## src/include/ctl_cfg.svh

```systemverilog
// Bit positions, register indices and reset values of the processor control bank
`ifndef CTL_CFG_SVH
`define CTL_CFG_SVH
`define MCW_PG_BIT 31
`define MCW_CD_BIT 30
`define MCW_NW_BIT 29
`define MCW_AM_BIT 18
`define MCW_WP_BIT 16
`define MCW_NE_BIT 5
`define MCW_ET_BIT 4
`define MCW_TS_BIT 3
`define MCW_EM_BIT 2
`define MCW_MP_BIT 1
`define MCW_PE_BIT 0
`define PDB_PCD_BIT 4
`define PDB_PWT_BIT 3
`define PDB_BASE_LSB 12
`define IDX_MCW 2'h0
`define IDX_RSV1 2'h1
`define IDX_FLA 2'h2
`define IDX_PDB 2'h3
`define TASK_SEL_RESET 16'h0000
`define TASK_BASE_RESET 32'h0000_0000
`define TASK_LIMIT_RESET 32'h0000_ffff
`define TASK_ATTR_RESET 12'h000
`define WORD_RESET 32'h0000_0000
`endif

```

## src/include/ctl_pkg.sv

```systemverilog
// Types shared by the processor control bank and its helpers
package ctl_pkg;
  // Writable flags of the machine control word; the extension type bit is fixed
  typedef struct packed {
    logic pg, cd, nw, am, wp, ne, ts, em, mp, pe;
  } mcw_t;
  // Task pointer: visible selector plus the hidden descriptor copy
  typedef struct packed {
    logic [15:0] sel;
    logic [31:0] base;
    logic [31:0] limit;
    logic [11:0] attr;
  } task_ptr_t;
  // Whole state of the bank in one record
  typedef struct packed {
    mcw_t mcw;
    task_ptr_t task_ptr;
    logic [31:0] fla;
    logic [19:0] pdb_base;
    logic page_cache_disable, page_write_through;
    logic ign_meta, ign_sync;
    logic [31:0] rdata, phys;
    logic gp, nm, halt, fp_error_out_n;
  } bank_state_t;
endpackage : ctl_pkg

```

## src/include/ctl_flags_if.sv

```systemverilog
// Flags and decisions passed between the control bank and its gating helpers
`timescale 1ns/10ps
`default_nettype none
interface ctl_flags_if;
  logic pe, pg, cd, nw, em, mp, ts, ne, ign_err;
  logic fp_instr, fp_wait, fp_err_pending;
  logic nm_req, fp_stop, fp_error_out_req, native_err;
  logic dir_pcd, dir_pwt, entry_pcd, entry_pwt;
  logic line_fill_en, write_alloc_en, hit_wb_inval, write_through_en;
  logic eff_dir_pcd, eff_dir_pwt, eff_page_pcd, eff_page_pwt;
  modport bank (output pe, pg, cd, nw, em, mp, ts, ne, ign_err, fp_instr, fp_wait, fp_err_pending,
                output dir_pcd, dir_pwt, entry_pcd, entry_pwt,
                input nm_req, fp_stop, fp_error_out_req, native_err, line_fill_en, write_alloc_en,
                input hit_wb_inval, write_through_en, eff_dir_pcd, eff_dir_pwt, eff_page_pcd, eff_page_pwt);
  modport fpu_gate (input em, mp, ts, ne, ign_err, fp_instr, fp_wait, fp_err_pending,
                    output nm_req, fp_stop, fp_error_out_req, native_err);
  modport cache_gate (input pg, cd, nw, dir_pcd, dir_pwt, entry_pcd, entry_pwt,
                      output line_fill_en, write_alloc_en, hit_wb_inval, write_through_en,
                      output eff_dir_pcd, eff_dir_pwt, eff_page_pcd, eff_page_pwt);
endinterface : ctl_flags_if
`default_nettype wire

```

## src/rtl/fpu_gate.sv

```systemverilog
// Floating-point gating: device-not-available and error reporting decisions
`timescale 1ns/10ps
`default_nettype none
module fpu_gate (
  ctl_flags_if.fpu_gate flags
);
  // --------------------------------------------------------------------------
  // Fault and error decisions
  // --------------------------------------------------------------------------
  // Arithmetic ops fault on emulation or task switch; waits only when monitored
  always_comb begin
    flags.nm_req = (flags.fp_instr && (flags.em || flags.ts)) ||
                   (flags.fp_wait && flags.mp && flags.ts);
    // Native reporting raises the error inside the core
    flags.native_err = flags.ne && flags.fp_err_pending;
    // Legacy reporting: ignored while the ignore pin is asserted
    flags.fp_error_out_req = !flags.ne && !flags.ign_err && flags.fp_err_pending;
    // Stop just before the next waiting float or wait instruction
    flags.fp_stop = flags.fp_error_out_req && (flags.fp_instr || flags.fp_wait);
  end
endmodule : fpu_gate
`default_nettype wire

```

## src/rtl/cache_gate.sv

```systemverilog
// Cache policy gating from the machine control word and directory flags
`timescale 1ns/10ps
`default_nettype none
module cache_gate (
  ctl_flags_if.cache_gate flags
);
  // --------------------------------------------------------------------------
  // Cache policy
  // --------------------------------------------------------------------------
  // Disabled caching: no fills, no allocation, hits write back and invalidate
  always_comb begin
    flags.line_fill_en = !flags.cd;
    flags.write_alloc_en = !flags.cd;
    flags.hit_wb_inval = flags.cd;
    flags.write_through_en = flags.nw;
    // Page-level flags are ignored while caching is off; directory flags also while paging is off
    flags.eff_dir_pcd = flags.dir_pcd && !flags.cd && flags.pg;
    flags.eff_dir_pwt = flags.dir_pwt && !flags.cd && flags.pg;
    flags.eff_page_pcd = flags.entry_pcd && !flags.cd;
    flags.eff_page_pwt = flags.entry_pwt && !flags.cd;
  end
endmodule : cache_gate
`default_nettype wire

```

## src/rtl/ctl_register_bank.sv

```systemverilog
// Processor control register bank: control words, task pointer and fault gating
`timescale 1ns/10ps
`default_nettype none
`include "ctl_cfg.svh"

// How it works
// - Loading the task selector also copies base, limit and attributes from its descriptor.
// - Reset clears task base to zero and sets its limit to FFFF.
// - Directory base keeps upper twenty bits plus bits 4 and 3; other low bits read as zero.
// - A page fault records its linear address in the fault address register.
// - Protected mode refuses control writes from privilege one to three; reads allowed.
// - Setting paging while protection is off raises general protection and is refused.
// - With paging off, physical address equals linear address.
// - Cache disabled: no fills, no write allocation, write hits write back and invalidate.
// - Cache disabled: page-level cache and write-through flags are ignored.
// - Not-write-through flag enables hit write-throughs when set.
// - Alignment checks need mask flag, eflags flag, privilege three, protected or v86 mode.
// - Write-protect set blocks supervisor writes to read-only user pages.
// - Numeric error flag set selects native error reporting; else ignore pin discards errors.
// - Legacy reporting halts before next float or wait and asserts error pin.
// - Extension type bit always reads as one.
// - Every task switch sets the task-switched flag; float decode tests it.
// - Float instruction faults device-not-available when emulation or task-switched set.
// - Wait faults only when monitor and task-switched are both set.
// - Clear-task-switched instruction resets the task-switched flag.
// - Protection flag selects protected mode; paging needs protection and paging both.
// - Directory base holds page cache-disable at bit 4, write-through at bit 3.
module ctl_register_bank (
  input wire logic sys_clk_in,
  input wire logic rst_in,
  input wire logic cr_write_in,
  input wire logic cr_read_in,
  input wire logic [1:0] cr_index_in,
  input wire logic [31:0] cr_wdata_in,
  output logic [31:0] cr_rdata_out,
  input wire logic [1:0] current_privilege_in,
  input wire logic alignment_check_flag_in,
  input wire logic load_task_pointer_instr_in,
  input wire logic [15:0] task_sel_in,
  input wire logic [31:0] task_desc_base_in,
  input wire logic [31:0] task_desc_limit_in,
  input wire logic [11:0] task_desc_attr_in,
  output logic [15:0] task_sel_out,
  output logic [31:0] task_base_out,
  output logic [31:0] task_limit_out,
  output logic [11:0] task_attr_out,
  input wire logic task_switch_in,
  input wire logic clear_task_switched_instr_in,
  input wire logic page_fault_in,
  input wire logic [31:0] fault_addr_in,
  input wire logic [31:0] linear_addr_in,
  input wire logic [31:0] translated_addr_in,
  output logic [31:0] phys_addr_out,
  output logic protected_mode_out,
  output logic paging_active_out,
  output logic [19:0] dir_base_out,
  input wire logic entry_pcd_in,
  input wire logic entry_pwt_in,
  output logic line_fill_en_out,
  output logic write_alloc_en_out,
  output logic hit_wb_inval_out,
  output logic write_through_en_out,
  output logic dir_cache_disable_out,
  output logic dir_write_through_out,
  output logic page_cache_disable_out,
  output logic page_write_through_out,
  output logic align_check_en_out,
  input wire logic sup_write_ro_user_in,
  output logic write_protect_block_out,
  input wire logic fp_instr_in,
  input wire logic fp_wait_instr_in,
  input wire logic fp_err_pending_in,
  input wire logic ignore_fp_error_n_in,
  output logic native_fp_error_out,
  output logic fp_halt_out,
  output logic fp_error_n_out,
  output logic device_not_available_fault_out,
  output logic general_protection_fault_out
);

  // --------------------------------------------------------------------------
  // Word packing helpers
  // --------------------------------------------------------------------------
  // Control word as software sees it; extension type is wired high
  function automatic logic [31:0] mcw_word(input ctl_pkg::mcw_t m);
    logic [31:0] w;
    w = `WORD_RESET;
    w[`MCW_PG_BIT] = m.pg;
    w[`MCW_CD_BIT] = m.cd;
    w[`MCW_NW_BIT] = m.nw;
    w[`MCW_AM_BIT] = m.am;
    w[`MCW_WP_BIT] = m.wp;
    w[`MCW_NE_BIT] = m.ne;
    w[`MCW_ET_BIT] = 1'b1;
    w[`MCW_TS_BIT] = m.ts;
    w[`MCW_EM_BIT] = m.em;
    w[`MCW_MP_BIT] = m.mp;
    w[`MCW_PE_BIT] = m.pe;
    return w;
  endfunction : mcw_word

  // Directory base word; unkept low bits read as zero
  function automatic logic [31:0] pdb_word(input logic [19:0] base, input logic page_cache_disable, input logic page_write_through);
    logic [31:0] w;
    w = {base, 12'h000};
    w[`PDB_PCD_BIT] = page_cache_disable;
    w[`PDB_PWT_BIT] = page_write_through;
    return w;
  endfunction : pdb_word

  // --------------------------------------------------------------------------
  // State and helper instances
  // --------------------------------------------------------------------------
  ctl_pkg::bank_state_t st_ff;
  ctl_pkg::bank_state_t nxt_st;
  ctl_pkg::mcw_t wr_mcw;
  ctl_flags_if flags ();
  logic priv_bad;
  logic wr_mcw_req;
  logic pg_no_pe;
  logic refuse;
  logic paging_on;

  fpu_gate u_fpu_gate (
    .flags (flags.fpu_gate)
  );

  cache_gate u_cache_gate (
    .flags (flags.cache_gate)
  );

  // Flags toward the helpers come from registered state, except the instruction, pending-error and entry inputs
  assign flags.pe = st_ff.mcw.pe;
  assign flags.pg = st_ff.mcw.pg;
  assign flags.cd = st_ff.mcw.cd;
  assign flags.nw = st_ff.mcw.nw;
  assign flags.em = st_ff.mcw.em;
  assign flags.mp = st_ff.mcw.mp;
  assign flags.ts = st_ff.mcw.ts;
  assign flags.ne = st_ff.mcw.ne;
  assign flags.ign_err = !st_ff.ign_sync;  // Pin is active low
  assign flags.fp_instr = fp_instr_in;
  assign flags.fp_wait = fp_wait_instr_in;
  assign flags.fp_err_pending = fp_err_pending_in;
  assign flags.dir_pcd = st_ff.page_cache_disable;
  assign flags.dir_pwt = st_ff.page_write_through;
  assign flags.entry_pcd = entry_pcd_in;
  assign flags.entry_pwt = entry_pwt_in;

  // --------------------------------------------------------------------------
  // Write qualification
  // --------------------------------------------------------------------------
  // Privileged loads from ring 1..3 in protected mode are refused with a fault
  assign priv_bad = st_ff.mcw.pe && (current_privilege_in != 2'h0);
  assign wr_mcw_req = cr_write_in && (cr_index_in == `IDX_MCW);
  assign pg_no_pe = cr_wdata_in[`MCW_PG_BIT] && !cr_wdata_in[`MCW_PE_BIT];
  assign refuse = priv_bad || (wr_mcw_req && pg_no_pe);
  // Paging translates only when both protection and paging are on
  assign paging_on = st_ff.mcw.pg && st_ff.mcw.pe;

  // Unpack a written control word; the extension type bit is dropped
  always_comb begin
    wr_mcw.pg = cr_wdata_in[`MCW_PG_BIT];
    wr_mcw.cd = cr_wdata_in[`MCW_CD_BIT];
    wr_mcw.nw = cr_wdata_in[`MCW_NW_BIT];
    wr_mcw.am = cr_wdata_in[`MCW_AM_BIT];
    wr_mcw.wp = cr_wdata_in[`MCW_WP_BIT];
    wr_mcw.ne = cr_wdata_in[`MCW_NE_BIT];
    wr_mcw.ts = cr_wdata_in[`MCW_TS_BIT];
    wr_mcw.em = cr_wdata_in[`MCW_EM_BIT];
    wr_mcw.mp = cr_wdata_in[`MCW_MP_BIT];
    wr_mcw.pe = cr_wdata_in[`MCW_PE_BIT];
  end

  // --------------------------------------------------------------------------
  // Next state
  // --------------------------------------------------------------------------
  // Hardware events are applied after software writes so that they win
  always_comb begin
    nxt_st = st_ff;
    nxt_st.ign_meta = ignore_fp_error_n_in;
    nxt_st.ign_sync = st_ff.ign_meta;
    nxt_st.gp = (cr_write_in || load_task_pointer_instr_in || clear_task_switched_instr_in) && refuse;
    nxt_st.nm = flags.nm_req;
    nxt_st.halt = flags.fp_stop;
    nxt_st.fp_error_out_n = !flags.fp_error_out_req;
    nxt_st.phys = paging_on ? translated_addr_in : linear_addr_in;
    if (cr_write_in && !refuse) begin
      unique case (cr_index_in)
        `IDX_MCW: nxt_st.mcw = wr_mcw;
        `IDX_RSV1: nxt_st.fla = st_ff.fla;  // Reserved register has no storage
        `IDX_FLA: nxt_st.fla = cr_wdata_in;
        `IDX_PDB: begin
          nxt_st.pdb_base = cr_wdata_in[31:`PDB_BASE_LSB];
          nxt_st.page_cache_disable = cr_wdata_in[`PDB_PCD_BIT];
          nxt_st.page_write_through = cr_wdata_in[`PDB_PWT_BIT];
        end
      endcase
    end
    // Selector load pulls the hidden fields from the table descriptor
    if (load_task_pointer_instr_in && !priv_bad) begin
      nxt_st.task_ptr.sel = task_sel_in;
      nxt_st.task_ptr.base = task_desc_base_in;
      nxt_st.task_ptr.limit = task_desc_limit_in;
      nxt_st.task_ptr.attr = task_desc_attr_in;
    end
    if (clear_task_switched_instr_in && !priv_bad) begin
      nxt_st.mcw.ts = 1'b0;
    end
    // A switch in the same cycle as a clear leaves the flag set
    if (task_switch_in) begin
      nxt_st.mcw.ts = 1'b1;
    end
    // The faulting address beats a software write in the same cycle
    if (page_fault_in) begin
      nxt_st.fla = fault_addr_in;
    end
    if (cr_read_in) begin
      unique case (cr_index_in)
        `IDX_MCW: nxt_st.rdata = mcw_word(st_ff.mcw);
        `IDX_RSV1: nxt_st.rdata = `WORD_RESET;
        `IDX_FLA: nxt_st.rdata = st_ff.fla;
        `IDX_PDB: nxt_st.rdata = pdb_word(st_ff.pdb_base, st_ff.page_cache_disable, st_ff.page_write_through);
      endcase
    end
  end

  // --------------------------------------------------------------------------
  // State register
  // --------------------------------------------------------------------------
  // Reset loads constants only; the synchroniser resets to not-ignoring
  always_ff @(posedge sys_clk_in or posedge rst_in) begin
    if (rst_in) begin
      st_ff <= '0;
      st_ff.task_ptr.sel <= `TASK_SEL_RESET;
      st_ff.task_ptr.base <= `TASK_BASE_RESET;
      st_ff.task_ptr.limit <= `TASK_LIMIT_RESET;
      st_ff.task_ptr.attr <= `TASK_ATTR_RESET;
      st_ff.ign_meta <= 1'b1;
      st_ff.ign_sync <= 1'b1;
      st_ff.fp_error_out_n <= 1'b1;
    end else begin
      st_ff <= nxt_st;
    end
  end

  // --------------------------------------------------------------------------
  // Outputs
  // --------------------------------------------------------------------------
  assign cr_rdata_out = st_ff.rdata;
  assign task_sel_out = st_ff.task_ptr.sel;
  assign task_base_out = st_ff.task_ptr.base;
  assign task_limit_out = st_ff.task_ptr.limit;
  assign task_attr_out = st_ff.task_ptr.attr;
  assign phys_addr_out = st_ff.phys;
  assign protected_mode_out = st_ff.mcw.pe;
  assign paging_active_out = paging_on;
  assign dir_base_out = st_ff.pdb_base;
  assign line_fill_en_out = flags.line_fill_en;
  assign write_alloc_en_out = flags.write_alloc_en;
  assign hit_wb_inval_out = flags.hit_wb_inval;
  assign write_through_en_out = flags.write_through_en;
  assign dir_cache_disable_out = flags.eff_dir_pcd;
  assign dir_write_through_out = flags.eff_dir_pwt;
  assign page_cache_disable_out = flags.eff_page_pcd;
  assign page_write_through_out = flags.eff_page_pwt;
  // Eflags bit only counts in user ring of protected or v86 mode
  assign align_check_en_out = st_ff.mcw.am && alignment_check_flag_in &&
                              (current_privilege_in == 2'h3) && st_ff.mcw.pe;
  // Copy-on-write relies on this block of supervisor writes
  assign write_protect_block_out = st_ff.mcw.wp && sup_write_ro_user_in;
  assign native_fp_error_out = flags.native_err;
  assign fp_halt_out = st_ff.halt;
  assign fp_error_n_out = st_ff.fp_error_out_n;
  assign device_not_available_fault_out = st_ff.nm;
  assign general_protection_fault_out = st_ff.gp;
endmodule : ctl_register_bank
`default_nettype wire

```

## config.mk

```make
export PLATFORM = sky130hd
export DESIGN_NAME = ctl_register_bank
export DESIGN_NICKNAME = d
export VERILOG_FILES = /design/src/include/ctl_pkg.sv /design/src/include/ctl_flags_if.sv /design/src/rtl/fpu_gate.sv /design/src/rtl/cache_gate.sv /design/src/rtl/ctl_register_bank.sv
export VERILOG_INCLUDE_DIRS = /design/src /design/src/include
export SDC_FILE = /design/constraint.sdc
export NUM_CORES = 1
export LEC_CHECK = 0
export BUFFER_PORTS_ARGS = -buffer_cell sky130_fd_sc_hd__buf_4
export CORE_MARGIN = 2
export CORE_UTILIZATION = 40
export CTS_CLUSTER_SIZE = 16
export DETAILED_ROUTE_END_ITERATION = 7
export PLACE_DENSITY_LB_ADDON = 0.08
export SKIP_LAST_GASP = 1
export SLEW_MARGIN = 20
export SYNTH_ARGS = -nofsm -noshare
export SYNTH_HDL_FRONTEND = slang
export SYNTH_SLANG_ARGS = --single-unit
```

## constraint.sdc

```tcl
create_clock -name sys_clk_in -period 17.4 [get_ports sys_clk_in]
set_input_delay 2.61 -clock sys_clk_in [delete_from_list [all_inputs] [get_ports sys_clk_in]]
set_output_delay 2.61 -clock sys_clk_in [all_outputs]
set_load 0.005 [all_outputs]
```

Yosys cells after proc, flatten, opt, wreduce, memory -nomap -nowiden --
Index checks and enable logic that the tools add are counted.
Word-level totals: input port bits 240, word-level logic and storage cells 88, flip-flop bits (word level) 226, output and inout port bits 193
Cells by class: equality and inequality tests 4, reduce and logical (&&, ||, !) cells 48, muxes and demuxes 10
Operators by type and width (number):
- $pmux 32 s4 | 1
- $mux 32 | 3
- $mux 54 | 1
- $logic_and 1x1->1 | 26
- $mux 22 | 1
- $mux 4 | 2
- $reduce_and 2->1 | 4
- $eq 2x2->1 const B | 3
- $logic_not 1->1 | 6
- $logic_or 1x1->1 | 6
- $reduce_bool 2->1 | 3
- $reduce_bool 3->1 | 2
- $eq 2x1->1 const B | 1
- $logic_not 2->1 | 1
- $mux 1 | 2

Depth between registers and ports, before layout --
Gate-level depths: netlist (run 1).
depth after elaboration 9, mapped depth 6, gate-level depth less buffers 3

Cells and area by module --
A second synthesis (run 1) with hierarchy kept.
Unflattened totals: cell total of the unflattened synthesis 838, area, all modules 10865.4 um^2
By module, submodules not included:
- ctl_register_bank | instances 1, area an instance 10761.6 um^2, cells each 824
- cache_gate | instances 1, area an instance 63.8 um^2, cells each 8
- fpu_gate | instances 1, area an instance 40.0 um^2, cells each 6

Worst setup path after synthesis (run 1) --
OpenSTA, ideal clock, no wires.
path kind input to output, start point in current_privilege_in[0], end point out align_check_en_out, cell stages on the path 2, data arrival time 2.774 ns, buffers on the path 0, setup slack 12.016 ns, data required time 14.790 ns, cells stage by stage nand3_1 nor2_1
Between the ends: word-level cells in the longest chain between the ends 3
RTL lines:
- from (decl) | RTL line ctl_register_bank.sv:36 | input wire logic [1:0] current_privilege_in,
- $eq 2x2->1 | RTL line ctl_register_bank.sv:269 | (current_privilege_in == 2'h3) && st_ff.mcw.pe;
- $logic_and 1x1->1 | RTL line ctl_register_bank.sv:268 | assign align_check_en_out = st_ff.mcw.am && alignment_check_flag_in &&
- $logic_and 1x1->1 | RTL line ctl_register_bank.sv:269
- to (decl) | RTL line ctl_register_bank.sv:67 | output logic align_check_en_out,
No other way between the ends.

Final worst setup path (run 1) --
Ends and elaborated chain as after synthesis.

==> metrics.txt, run 1 <==
Critical-path top delay cell nor2_1; async set or reset register ratio after synthesis 1.000; Required @ worst endpoint 14.79 ns; H-tree Lvls 1; Slew @ Worst Pin 1.093 ns; Iter 0 DRT Violations 386; Hold Buf Count CTS 0; Placer Congestion approximately 0.76; P_leak 0.006452 µW; kind of critical path input pin to output port; Die Wd 168.0 µm; DRT Pass-1 Iters 4; post-route ant nets 0; Sw Ratio 0.2754; max incr delay on CP 0.17 ns; post-route clock period utilization 0.3285; Port Buf Inserts 432; I/O pin count 433; setup TNS 0 ns; wire per inst 20.52 µm; start point of the worst hold path nxt_st[68]; pin count of the biggest net entering global routing 109; detailed-route via count 7240; standard-cell row count 60; reg2reg start protected_mode_out; vias in the first global route 7171; worst setup path start current_privilege_in[0]; Clk network pwr share 0.322; Slew Limit Fails 0; Hold Path Class register to register; Netlist cell types 35; ys flop type dfrtp_1; layout cell share with drive strength beyond 1 0.5127; Final Skew 0.01769 ns; crit path max fanout 3; GRT overflow 0; Place WS 11.67 ns; clk_lat worst skew about 0.53 ns; Ant. Diodes 0; final worst slack 11.68 ns; met2 Use GR 0.3507; wirelength, routed a little over 30 mm; Chip Height 168.0 µm; FF+latch count, synth between 200 and 250; CTS tree yes; P&R area growth vs syn 28.39%; Post-synth EDFFs 0; Combinational Power Share 0.276; met3 Usage GRT 0.06958; area taken by multi-input logic gates 3343 µm²; DRC 0; status finished, final reports clean; area of the mapped netlist 10750 µm²; Setup violations, final 0; RSZ-0062 raised after global routing false; placed cells 1436; Final Non-Filler Cells 1484; Period minus WS final ~5.7 ns; Final #Nets 1363; postcts setup bufs 0; register area share after synthesis 0.5281; Arr. time, crit path 3.11 ns; All-Layer GR Usage 0.2081; Initial Utilization 0.4035; most frequent CP cell buf_4; filler cell count ~2.5k; Max-Cap Viols 0; DPL Wire Length 21.43 mm; first-pass GRT wire length 45.15 mm; CTS root buffer clkbuf_16; clock slew at reported path FFs 0.05 ns; initial antenna violation count 0; Psw 505.6 µW; hold slack final 0.3561 ns; P per Cell Area ~130 nW/µm²; crit-path cells buf_4, nand3_1, nor2_1, buf_4; DR vias/cell 4.879; Hold Violations, Final 0; core area ~27000 µm²; Worst setup SP type input pin; post-synth net total 1124; GR peak layer met2; die area 28210 µm²; Reg area 5679 µm²; global-route track usage on met1 0.2610; Mapped Cells 884; Power Internal ~1300 µW; Highest Clock Rate 0.1750 GHz; CTS resizes 0; Reg power frac 0.401; CTS Buf Count 26; Syn Area/Cell approximately 12 µm²; clock tree sinks approximately 230; worst-case clock buffer depth 3; maximum VDD drop 0.07301 mV; Syn. warnings 0; crit end category output port; Worst slew margin 0.2696
## cell usage in the layout (no fill, tap or decap), drive strengths merged
master,Yosys,routed
nand3,8,8
dfrtp,207,207
o22ai,19,19
clkinvlp,0,2
mux2,160,160
o21ai,39,39
o31ai,1,1
and2,2,2
a21oi,42,42
nand2b,2,2
buf,210,440
inv,32,32
clkinv,0,3
nand3b,2,2
nand2,5,5
nand4,2,2
bufinv,0,5
a311o,1,1
a41oi,33,33
and3,3,3
o2bb2ai,1,1
nor2,13,13
dfstp,19,19
o21a,1,1
nor2b,35,35
o311ai,1,1
mux2i,19,19
a22o,1,1
clkbuf,19,38
a22oi,7,7
## cell families (layout without fill, tap and decap cells)
family,Yosys count,count (layout),synth area share
buf+inv,261,520,0.1629
flops,226,226,0.5281
mux,179,179,0.1852
compound gates,146,146,0.08575
simple gates,72,72,0.03805
## per-layer routing
metal  vias to the layer above  part of all wire
met3                        36             0.097
li1                       3382                 -
met5                         -                 0
met2                       284              0.49
met4                         0             0.016
met1                      3538              0.40
## Yosys cell counts, types with 2 or more instances
library cell / n / area (µm²)
and2_1: 2 / 12.51
nand2b_1: 2 / 12.51
mux2i_1: 19 / 190.2
nand3b_1: 2 / 15.01
dfrtp_1: 207 / 5180
o21ai_0: 38 / 190.2
buf_6: 8 / 90.09
a21oi_1: 42 / 210.2
buf_2: 17 / 85.08
a22oi_1: 7 / 52.55
nor2b_1: 34 / 212.7
nor2_1: 12 / 45.04
inv_1: 32 / 120.1
clkbuf_1: 19 / 71.32
mux2_2: 80 / 900.9
and3_1: 3 / 18.77
buf_4: 184 / 1381
a41oi_1: 33 / 289.0
o22ai_1: 19 / 118.9
nand3_1: 8 / 40.04
dfstp_2: 19 / 499.2
mux2_1: 80 / 900.9
nand2_1: 5 / 18.77
## stage by stage
step	total power, µW	utilization	instance area, µm²
2_1_floorplan	1104	-	10750
3_3_place_gp	1257	0.4833	12880
3_5_place_dp	1265	0.4833	12880
4_1_cts	1863	0.5181	13810
5_1_grt	1932	0.5181	13810
6_report	1836	0.5181	13810
## sequential cells by signal, summed over array words and instances (netlist names), 12 cells and up
signal,count
st_ff,35
cr_rdata_out,32
phys_addr_out,32
task_base_out,32
task_limit_out,32
dir_base_out,20
task_sel_out,16
task_attr_out,12
## power by group through the flow
stage,registers (µW),logic (µW),clock network (µW)
after global placement,743,514,0
final,737,507,592
after global routing,755,545,632
after CTS,738,519,606
after detailed placement,747,518,0
after floorplan,725,378,0
## area by class of cell
| class | instances | area share |
|---|---|---|
| clock buffer | 38 | 0.05410 |
| clock inverter | 10 | 0.01305 |
| inverter | 32 | 0.009243 |
| multi-input combinational | 397 | 0.2421 |
| sequential | 226 | 0.4113 |
| tap | 341 | 0.03090 |
| timing repair buffer | 440 | 0.2392 |
## final timing paths
| path | depth (start not counted) | endpoint | slack (ns) |
|---|---|---|---|
| max | 4 | align_check_en_out | 11.68 |
| min | 0 | st_ff[68] | 0.36 |
| max reg2reg | 4 | task_sel_out[7] | 14.93 |
| min reg2reg | 0 | st_ff[68] | 0.36 |
| max in group asynchronous | 4 | flags.dir_pcd | 13.23 |
| min in group asynchronous | 2 | phys_addr_out[26] | 2.20 |
## worst max-delay path, delay by kind of cell
family	cells	cell delay (ns)
buf+inv	2	0.25
simple gates	2	0.25
Power figures use the tool's default switching activity.
==> run 2, diff against run 1 <==
--- a/config.mk
+++ b/config.mk
@@ -6,6 +6,7 @@
 export SDC_FILE = /design/constraint.sdc
 export NUM_CORES = 1
 export LEC_CHECK = 0
+export ABC_AREA = 1
 export BUFFER_PORTS_ARGS = -buffer_cell sky130_fd_sc_hd__buf_4
 export CORE_MARGIN = 2
 export CORE_UTILIZATION = 40
==> constraint.sdc (replaced) <==
create_clock -name sys_clk_in -period 5.9 [get_ports sys_clk_in]
set_input_delay 0.885 -clock sys_clk_in [delete_from_list [all_inputs] [get_ports sys_clk_in]]
set_output_delay 0.885 -clock sys_clk_in [all_outputs]
set_load 0.005 [all_outputs]
==> run 2 against run 1 <==
Clock power rose to 2.7 times the previous value. Global-route usage up 0.18 points. Via count rose by 5.2%. Sequential share of layout area grew 0.16 points. Sequential power rose to 2.8 times the previous value. Combinational power grew 150%. Critical path type is now register to output port.
==> metrics.txt, run 2 <==
Syn Area/Cell 10.40 µm² (was 12.17 µm²); CTS tree yes (unchanged); count leader, synth nand2_1 (was dfrtp_1); CTS Buf Count 27 (was 26); DPL Wire Length 21.48 mm (was 21.43 mm); Initial Utilization 0.4041 (was 0.4035); Mapped Cells 1041 (was 884); post-synth net total 1281 (was 1124); maximum VDD drop 0.2074 mV (was 0.07301 mV); CTS root buffer clkbuf_16 (unchanged); most frequent cells in the layout 438 x buf_4, 248 x nand2_1, 207 x dfrtp_1 (was 440 x buf_4, 207 x dfrtp_1, 80 x mux2_2, 80 x mux2_1, 42 x a21oi_1); Port Buf Inserts 432 (unchanged); max incr delay on CP 0.50 ns (was 0.17 ns); Hold Buf Count CTS 0 (unchanged); worst-case clock buffer depth 3 (unchanged); Yosys top cell area share 0.4783 (was 0.4817); clock slew at reported path FFs 0.06 ns (was 0.05 ns); hold slack final 0.3546 ns (was 0.3561 ns); path depth of the worst reg2reg path 3 (was 4); wire per inst 18.62 µm (was 20.52 µm); crit end category output port (unchanged); area leader, netlist dfrtp_1 (unchanged); Hold Violations, Final 0 (unchanged); Final Skew 0.02311 ns (was 0.01769 ns); postcts setup bufs 0 (unchanged); Post-Synth Adder-Cell Area 0 (unchanged); most frequent CP cell buf_4 (unchanged); P per Cell Area 357.0 nW/µm² (was 133.0 nW/µm²); most common library cells after synthesis 248 x nand2_1, 207 x dfrtp_1, 177 x buf_4, 95 x nand3_1, 80 x mux2_4 (was 207 x dfrtp_1, 184 x buf_4, 80 x mux2_1, 80 x mux2_2, 42 x a21oi_1); Final #Nets 1521 (was 1363); Worst setup SP type register (was input pin); wirelength, routed 30.61 mm (was 30.45 mm); most common cell after layout, fill and taps aside buf_4 (unchanged); Slew @ Worst Pin 1.021 ns (was 1.093 ns); final worst slack 3.011 ns (was 11.68 ns); post-synthesis mux area share 0.1234 (was 0.1852); pin count of the biggest net entering global routing 173 (was 109); standard-cell row count 60 (unchanged); setup TNS 0 ns (unchanged); Max-Cap Viols 0 (unchanged); P_leak 0.007134 µW (was 0.006452 µW); reg2reg start protected_mode_out (unchanged); R2R setup slack 3.84 ns (was 14.93 ns); DR vias/cell 4.635 (was 4.879); Syn. warnings 0 (unchanged); post-route ant nets 0 (unchanged); core area 26800 µm² (was 26650 µm²); Setup violations, final 0 (unchanged); Place WS 2.859 ns (was 11.67 ns); start point of the worst hold path nxt_st[68] (unchanged); RSZ-0062 raised after global routing false (unchanged); Arr. time, crit path 2.00 ns (was 3.11 ns); CTS resizes 0 (unchanged); Worst slew margin 0.3196 (was 0.2696); Post-synth EDFFs 0 (unchanged); filler cell count 2542 (was 2450); async set or reset register ratio after synthesis 1.000 (unchanged); ys flop type dfrtp_1 (unchanged); worst reg2reg path endpoint task_base_out[31] (was task_sel_out[7]); Chip Height 168.5 µm (was 168.0 µm); Hold EP st_ff[68] (unchanged); FF+latch count, synth 226 (unchanged); H-tree Lvls 1 (unchanged); Placer Congestion 0.8037 (was 0.7562); Required @ worst endpoint 5.02 ns (was 14.79 ns); Highest Clock Rate 0.3461 GHz; Die Wd 168.5 µm (was 168.0 µm); simple-gate share of the synthesized area 0.1470 (was 0.03805); Period minus WS final about 2.9 ns; placed cells 1593 (was 1436); Top reg by flops st_ff (unchanged); P&R area growth vs syn 26.98% (was 28.39%); largest family of logic cells by synthesized area buffers and inverters (was multiplexers); area of the mapped netlist 10830 µm² (was 10750 µm²); crit path max fanout 33 (was 3); die area 28410 µm² (was 28210 µm²); register area share after synthesis 0.5244 (was 0.5281); clock tree sinks 226 (unchanged); All-Layer GR Usage 0.2099 (was 0.2081); Hold Path Cell Cnt 0 (unchanged); I/O pin count 433 (unchanged); Slew Limit Fails 0 (unchanged); Netlist cell types 22 (was 35); crit-path cells nand2_1, buf_4, inv_1, buf_4, buf_4 (was buf_4, nand3_1, nor2_1, buf_4); vias in the first global route 7572 (was 7171); Iter 0 DRT Violations 401 (was 386); detailed-route via count 7620 (was 7240); post-synthesis compound-gate area fraction 0.03500 (was 0.08575); kind of critical path register to output port (was input pin to output port); layout cell share with drive strength beyond 1 0.4547 (was 0.5127); Hold Path Class register to register (unchanged); first-pass GRT wire length 46.46 mm (was 45.15 mm); GRT overflow 0 (unchanged); Post-Synth XOR/XNOR Area 0 (unchanged); post-route clock period utilization 0.4897; Critical-path top delay cell dfrtp_1 (was nor2_1); Synth area leaders dfrtp_1 48%, buf_4 12%, mux2_4 11%, nand2_1 8.6%, dfstp_2 4.6% (was dfrtp_1 48%, buf_4 13%, mux2_1 8.4%, mux2_2 8.4%, dfstp_2 4.6%); DRC 0 (unchanged); status finished, final reports clean (unchanged); clk_lat worst skew 0.55 ns (was 0.53 ns); DRT Pass-1 Iters 4 (unchanged); Final Non-Filler Cells 1644 (was 1484); max reg flops 35 (unchanged); initial antenna violation count 0 (unchanged)
[run 2: cell count changes in the layout (fill, tap and decap cells not counted), sizes merged, moves of 7 or more]
cell	delta
a41oi	-31
mux2	-68
o21ai	-8
nor2	+21
inv	+12
mux2i	-19
nor2b	-35
nand3	+87
o22ai	-19
a31oi	+20
a21oi	-28
a22oi	-7
nand2	+244
[run 2: per-stage QoR]
step           cell area [µm²]  utilization  total power, µW
2_1_floorplan            10830            -             2970
3_3_place_gp             12900       0.4812             3348
3_5_place_dp             12900       0.4812             3355
4_1_cts                  13740       0.5127             4980
5_1_grt                  13750       0.5130             5172
6_report                 13750       0.5131             4909
[run 2: where the power goes]
part,switching [µW],internal [µW]
Sequential,182,1870
Clock,660,938
Combinational,516,741
Total,1360,3550
[run 2: worst max path at each step]
stage | startpoint | endpoint | slack (ns) | cells past startpoint
6_report | protected_mode_out | paging_active_out | 3.01 | 5
5_1_grt | protected_mode_out | paging_active_out | 2.89 | 5
4_1_cts | protected_mode_out | paging_active_out | 2.97 | 5
3_5_place_dp | cr_index_in[1] | flags.ts | 2.86 | 7
3_3_place_gp | cr_index_in[1] | flags.ts | 2.99 | 7
2_1_floorplan | rst_in | cr_rdata_out[0] | 2.08 | 1
[run 2: kinds of logic after synthesis]
kind of cell / Yosys count
simple gates: 385
buf+inv: 271
flops: 226
mux: 92
compound gates: 67
[run 2: final cells by class]
| cell class | instances | area (µm²) | share of cell area |
|---|---|---|---|
| sequential | 226 | 5679 | 0.4130 |
| timing repair buffer | 439 | 3308 | 0.2406 |
| clock inverter | 6 | 73.82 | 0.005368 |
| tap | 341 | 426.7 | 0.03103 |
| inverter | 43 | 165.2 | 0.01201 |
| multi-input combinational | 544 | 3327 | 0.2419 |
| clock buffer | 44 | 769.5 | 0.05596 |
| antenna | 1 | 2.502 | 0.0001820 |
[run 2: worst max-delay path, delay by kind of cell, from the launching register on]
family,cells,cell delay [ns]
buffers and inverters,4,0.85
and+or+nand+nor,1,0.08
DFF,1,0.50
[run 2: metal layers]
| metal | vias to the layer above | global-route usage | wire [µm] |
|---|---|---|---|
| met1 | 3610 | 0.2769 | 12680 |
| met3 | 29 | 0.06477 | 2693 |
| met5 | - | 0 | 0 |
| met2 | 306 | 0.3412 | 14710 |
| li1 | 3675 | - | - |
| met4 | 0 | 0.04723 | 524 |
==> run 3, diff against run 2 <==
==> constraint.sdc (replaced) <==
create_clock -name sys_clk_in -period 2.75 [get_ports sys_clk_in]
set_input_delay 0.4125 -clock sys_clk_in [delete_from_list [all_inputs] [get_ports sys_clk_in]]
set_output_delay 0.4125 -clock sys_clk_in [all_outputs]
set_load 0.005 [all_outputs]
==> run 3 against run 2 <==
Global-route usage up 0.60 points. Cell count increased by 1.0%. Power grew 120%. Worst setup slack worse by 2.4 ns. Non-clock buffer count grew 16. Via count grew 1.7%. Die area stayed put. Utilization rose by 1.1 points. Sequential power grew 120%. First-iteration DRC count up 4.2%. Final area grew 2.2%. Highest routed layer unchanged.
==> metrics.txt, run 3 (same netlist as run 2, synthesis figures left out) <==
Psw 2953 µW (was 1358 µW); vias in the first global route 7816 (was 7572); worst-case clock buffer depth 3 (unchanged); Hold Path Class input pin to register (was register to register); most frequent CP cell buf_4 (unchanged); Final #Nets 1538 (was 1521); wire per inst 19.07 µm (was 18.62 µm); layout cell share with drive strength beyond 1 0.4644 (was 0.4547); DR vias/cell 4.668 (was 4.635); Iter 0 DRT Violations 418 (was 401); kind of critical path register to output port (unchanged); DPL Wire Length 22.97 mm (was 21.48 mm); DRT Pass-1 Iters 5 (was 4); H-tree Lvls 1 (unchanged); Reg power frac 0.403 (was 0.419); worst setup path start protected_mode_out (unchanged); CTS root buffer clkbuf_16 (unchanged); setup TNS 0 ns (unchanged); Sw Ratio 0.2691 (was 0.2766); Worst setup SP type register (unchanged); Hold Violations, Final 0 (unchanged); reg2reg start protected_mode_out (unchanged); max reg flops 35 (unchanged); Setup violations, final 0 (unchanged); worst reg2reg path endpoint task_sel_out[11] (was task_base_out[31]); standard-cell row count 60 (unchanged); die area 28410 µm² (unchanged); clk_lat worst skew 0.53 ns (was 0.55 ns); post-route ant nets 0 (unchanged); area taken by multi-input logic gates 3318 µm² (was 3327 µm²); Combinational Power Share 0.247 (was 0.256); Max-Cap Viols 0 (unchanged); max incr delay on CP 0.48 ns (was 0.50 ns); status finished, final reports clean (unchanged); Required @ worst endpoint 2.34 ns (was 5.02 ns); Port Buf Inserts 432 (unchanged); core area 26800 µm² (unchanged); pin count of the biggest net entering global routing 50 (was 173); placed cell areas 13070 µm² (was 12900 µm²); CTS tree yes (unchanged); Clk network pwr share 0.350 (was 0.325); Slew @ Worst Pin 0.6888 ns (was 1.021 ns); maximum VDD drop 0.4022 mV (was 0.2074 mV); clock slew at reported path FFs 0.06 ns (about the same); GRT overflow 0 (unchanged); Reg area 5679 µm² (unchanged); most common cell after layout, fill and taps aside buf_4 (unchanged); Top reg by flops st_ff (unchanged); DRC 0 (unchanged); Period minus WS final 2.113 ns; R2R setup slack 0.93 ns (was 3.84 ns); Power Internal 8023 µW (was 3551 µW); crit end category output port (unchanged); Worst slew margin 0.5398 (was 0.3196); Final Instance Area 14050 µm² (was 13750 µm²); Arr. time, crit path 1.70 ns (was 2.00 ns); I/O pin count 433 (unchanged); CTS Buf Count 28 (was 27); Slew Limit Fails 0 (unchanged); Initial Utilization 0.4041 (unchanged); wirelength, routed 31.68 mm (was 30.61 mm); clock tree sinks 226 (unchanged); crit-path cells nand2_1, inv_1, buf_4, buf_4 (was nand2_1, buf_4, inv_1, buf_4, buf_4); CTS resizes 0 (unchanged); P&R area growth vs syn 29.77% (was 26.98%); initial antenna violation count 0 (unchanged); All-Layer GR Usage 0.2159 (was 0.2099); P per Cell Area 781.0 nW/µm² (was 357.0 nW/µm²); most frequent cells in the layout 447 x buf_4, 248 x nand2_1, 207 x dfrtp_1 (was 438 x buf_4, 248 x nand2_1, 207 x dfrtp_1); post-route clock period utilization 0.7684; crit path max fanout 33 (unchanged); path depth of the worst reg2reg path 4 (was 3); Ant. Diodes 0 (was 1); Critical-path top delay cell dfrtp_1 (unchanged); Final Non-Filler Cells 1661 (was 1644); Highest Clock Rate 0.4733 GHz; Placer Congestion 0.8219 (was 0.8037); detailed-route via count 7753 (was 7620); filler cell count 2473 (was 2542); Final Skew 0.009372 ns (was 0.02311 ns); Hold Path Cell Cnt 3 (was 0); Die Wd 168.5 µm (unchanged); first-pass GRT wire length 47.54 mm (was 46.46 mm); Setup crit end paging_active_out (unchanged); placed cells 1607 (was 1593); RSZ-0062 raised after global routing false (unchanged); P_leak 0.007304 µW (was 0.007134 µW); Chip Height 168.5 µm (unchanged)
[run 3: worst min-delay path by stage]
stage	endpoint	startpoint	slack [ns]
6_report	flags.ts	task_switch_in	0.07
5_1_grt	phys_addr_out[3]	translated_addr_in[3]	0.04
4_1_cts	phys_addr_out[3]	translated_addr_in[3]	0.04
3_5_place_dp	st_ff[68]	nxt_st[68]	0.35
3_3_place_gp	st_ff[68]	nxt_st[68]	0.35
2_1_floorplan	st_ff[68]	nxt_st[68]	0.35
[run 3: final cells by class]
cell class,instances,share of cell area
Inverter,43,0.01175
Clock buffer,45,0.06089
Clock inverter,7,0.008101
Tap cell,341,0.03036
Multi-Input combinational cell,544,0.2361
Sequential cell,226,0.4041
Timing Repair Buffer,455,0.2487
[run 3: critical path, delay by kind of cell, from the launching register on]
family / cells / cell delay, ns
and+or+nand+nor: 1 / 0.10
DFF: 1 / 0.48
buffers and inverters: 3 / 0.57
[run 3: repair_timing]
item	4_1_cts	5_1_grt
buffers inserted	0	0
hold buffers	2	0
endpoints found under the setup margin	0	0
hold endpoints to repair	14	0
[run 3: power groups by stage]
stage               logic [µW]  clock network (µW)  registers, µW
floorplan                 2030                   0           4340
global placement          2730                   0           4460
detailed placement        2760                   0           4480
CTS                       2770                3940           4430
global route              2940                4050           4510
finish                    2720                3840           4420
[run 3: metal layers]
metal,GRT usage,routed length (µm),vias up,share of wire
met5,0,0,-,0
met4,0.06184,884,0,0.028
met3,0.05962,2542,50,0.080
met2,0.3573,15150,308,0.48
met1,0.2786,13090,3687,0.41
li1,-,-,3708,-
[run 3: metrics by stage]
stage	power (µW)	util	setup slack [ns]	hold slack, ns
after CTS	11130	0.5244	0.5992	0.03803
after global routing	11510	0.5244	0.4900	0.04429
after detailed placement	7233	0.4875	0.6473	0.3479
after global placement	7189	0.4875	0.7181	0.3462
after floorplan	6372	-	-0.5990	0.3452
final	10980	0.5244	0.6370	0.06674
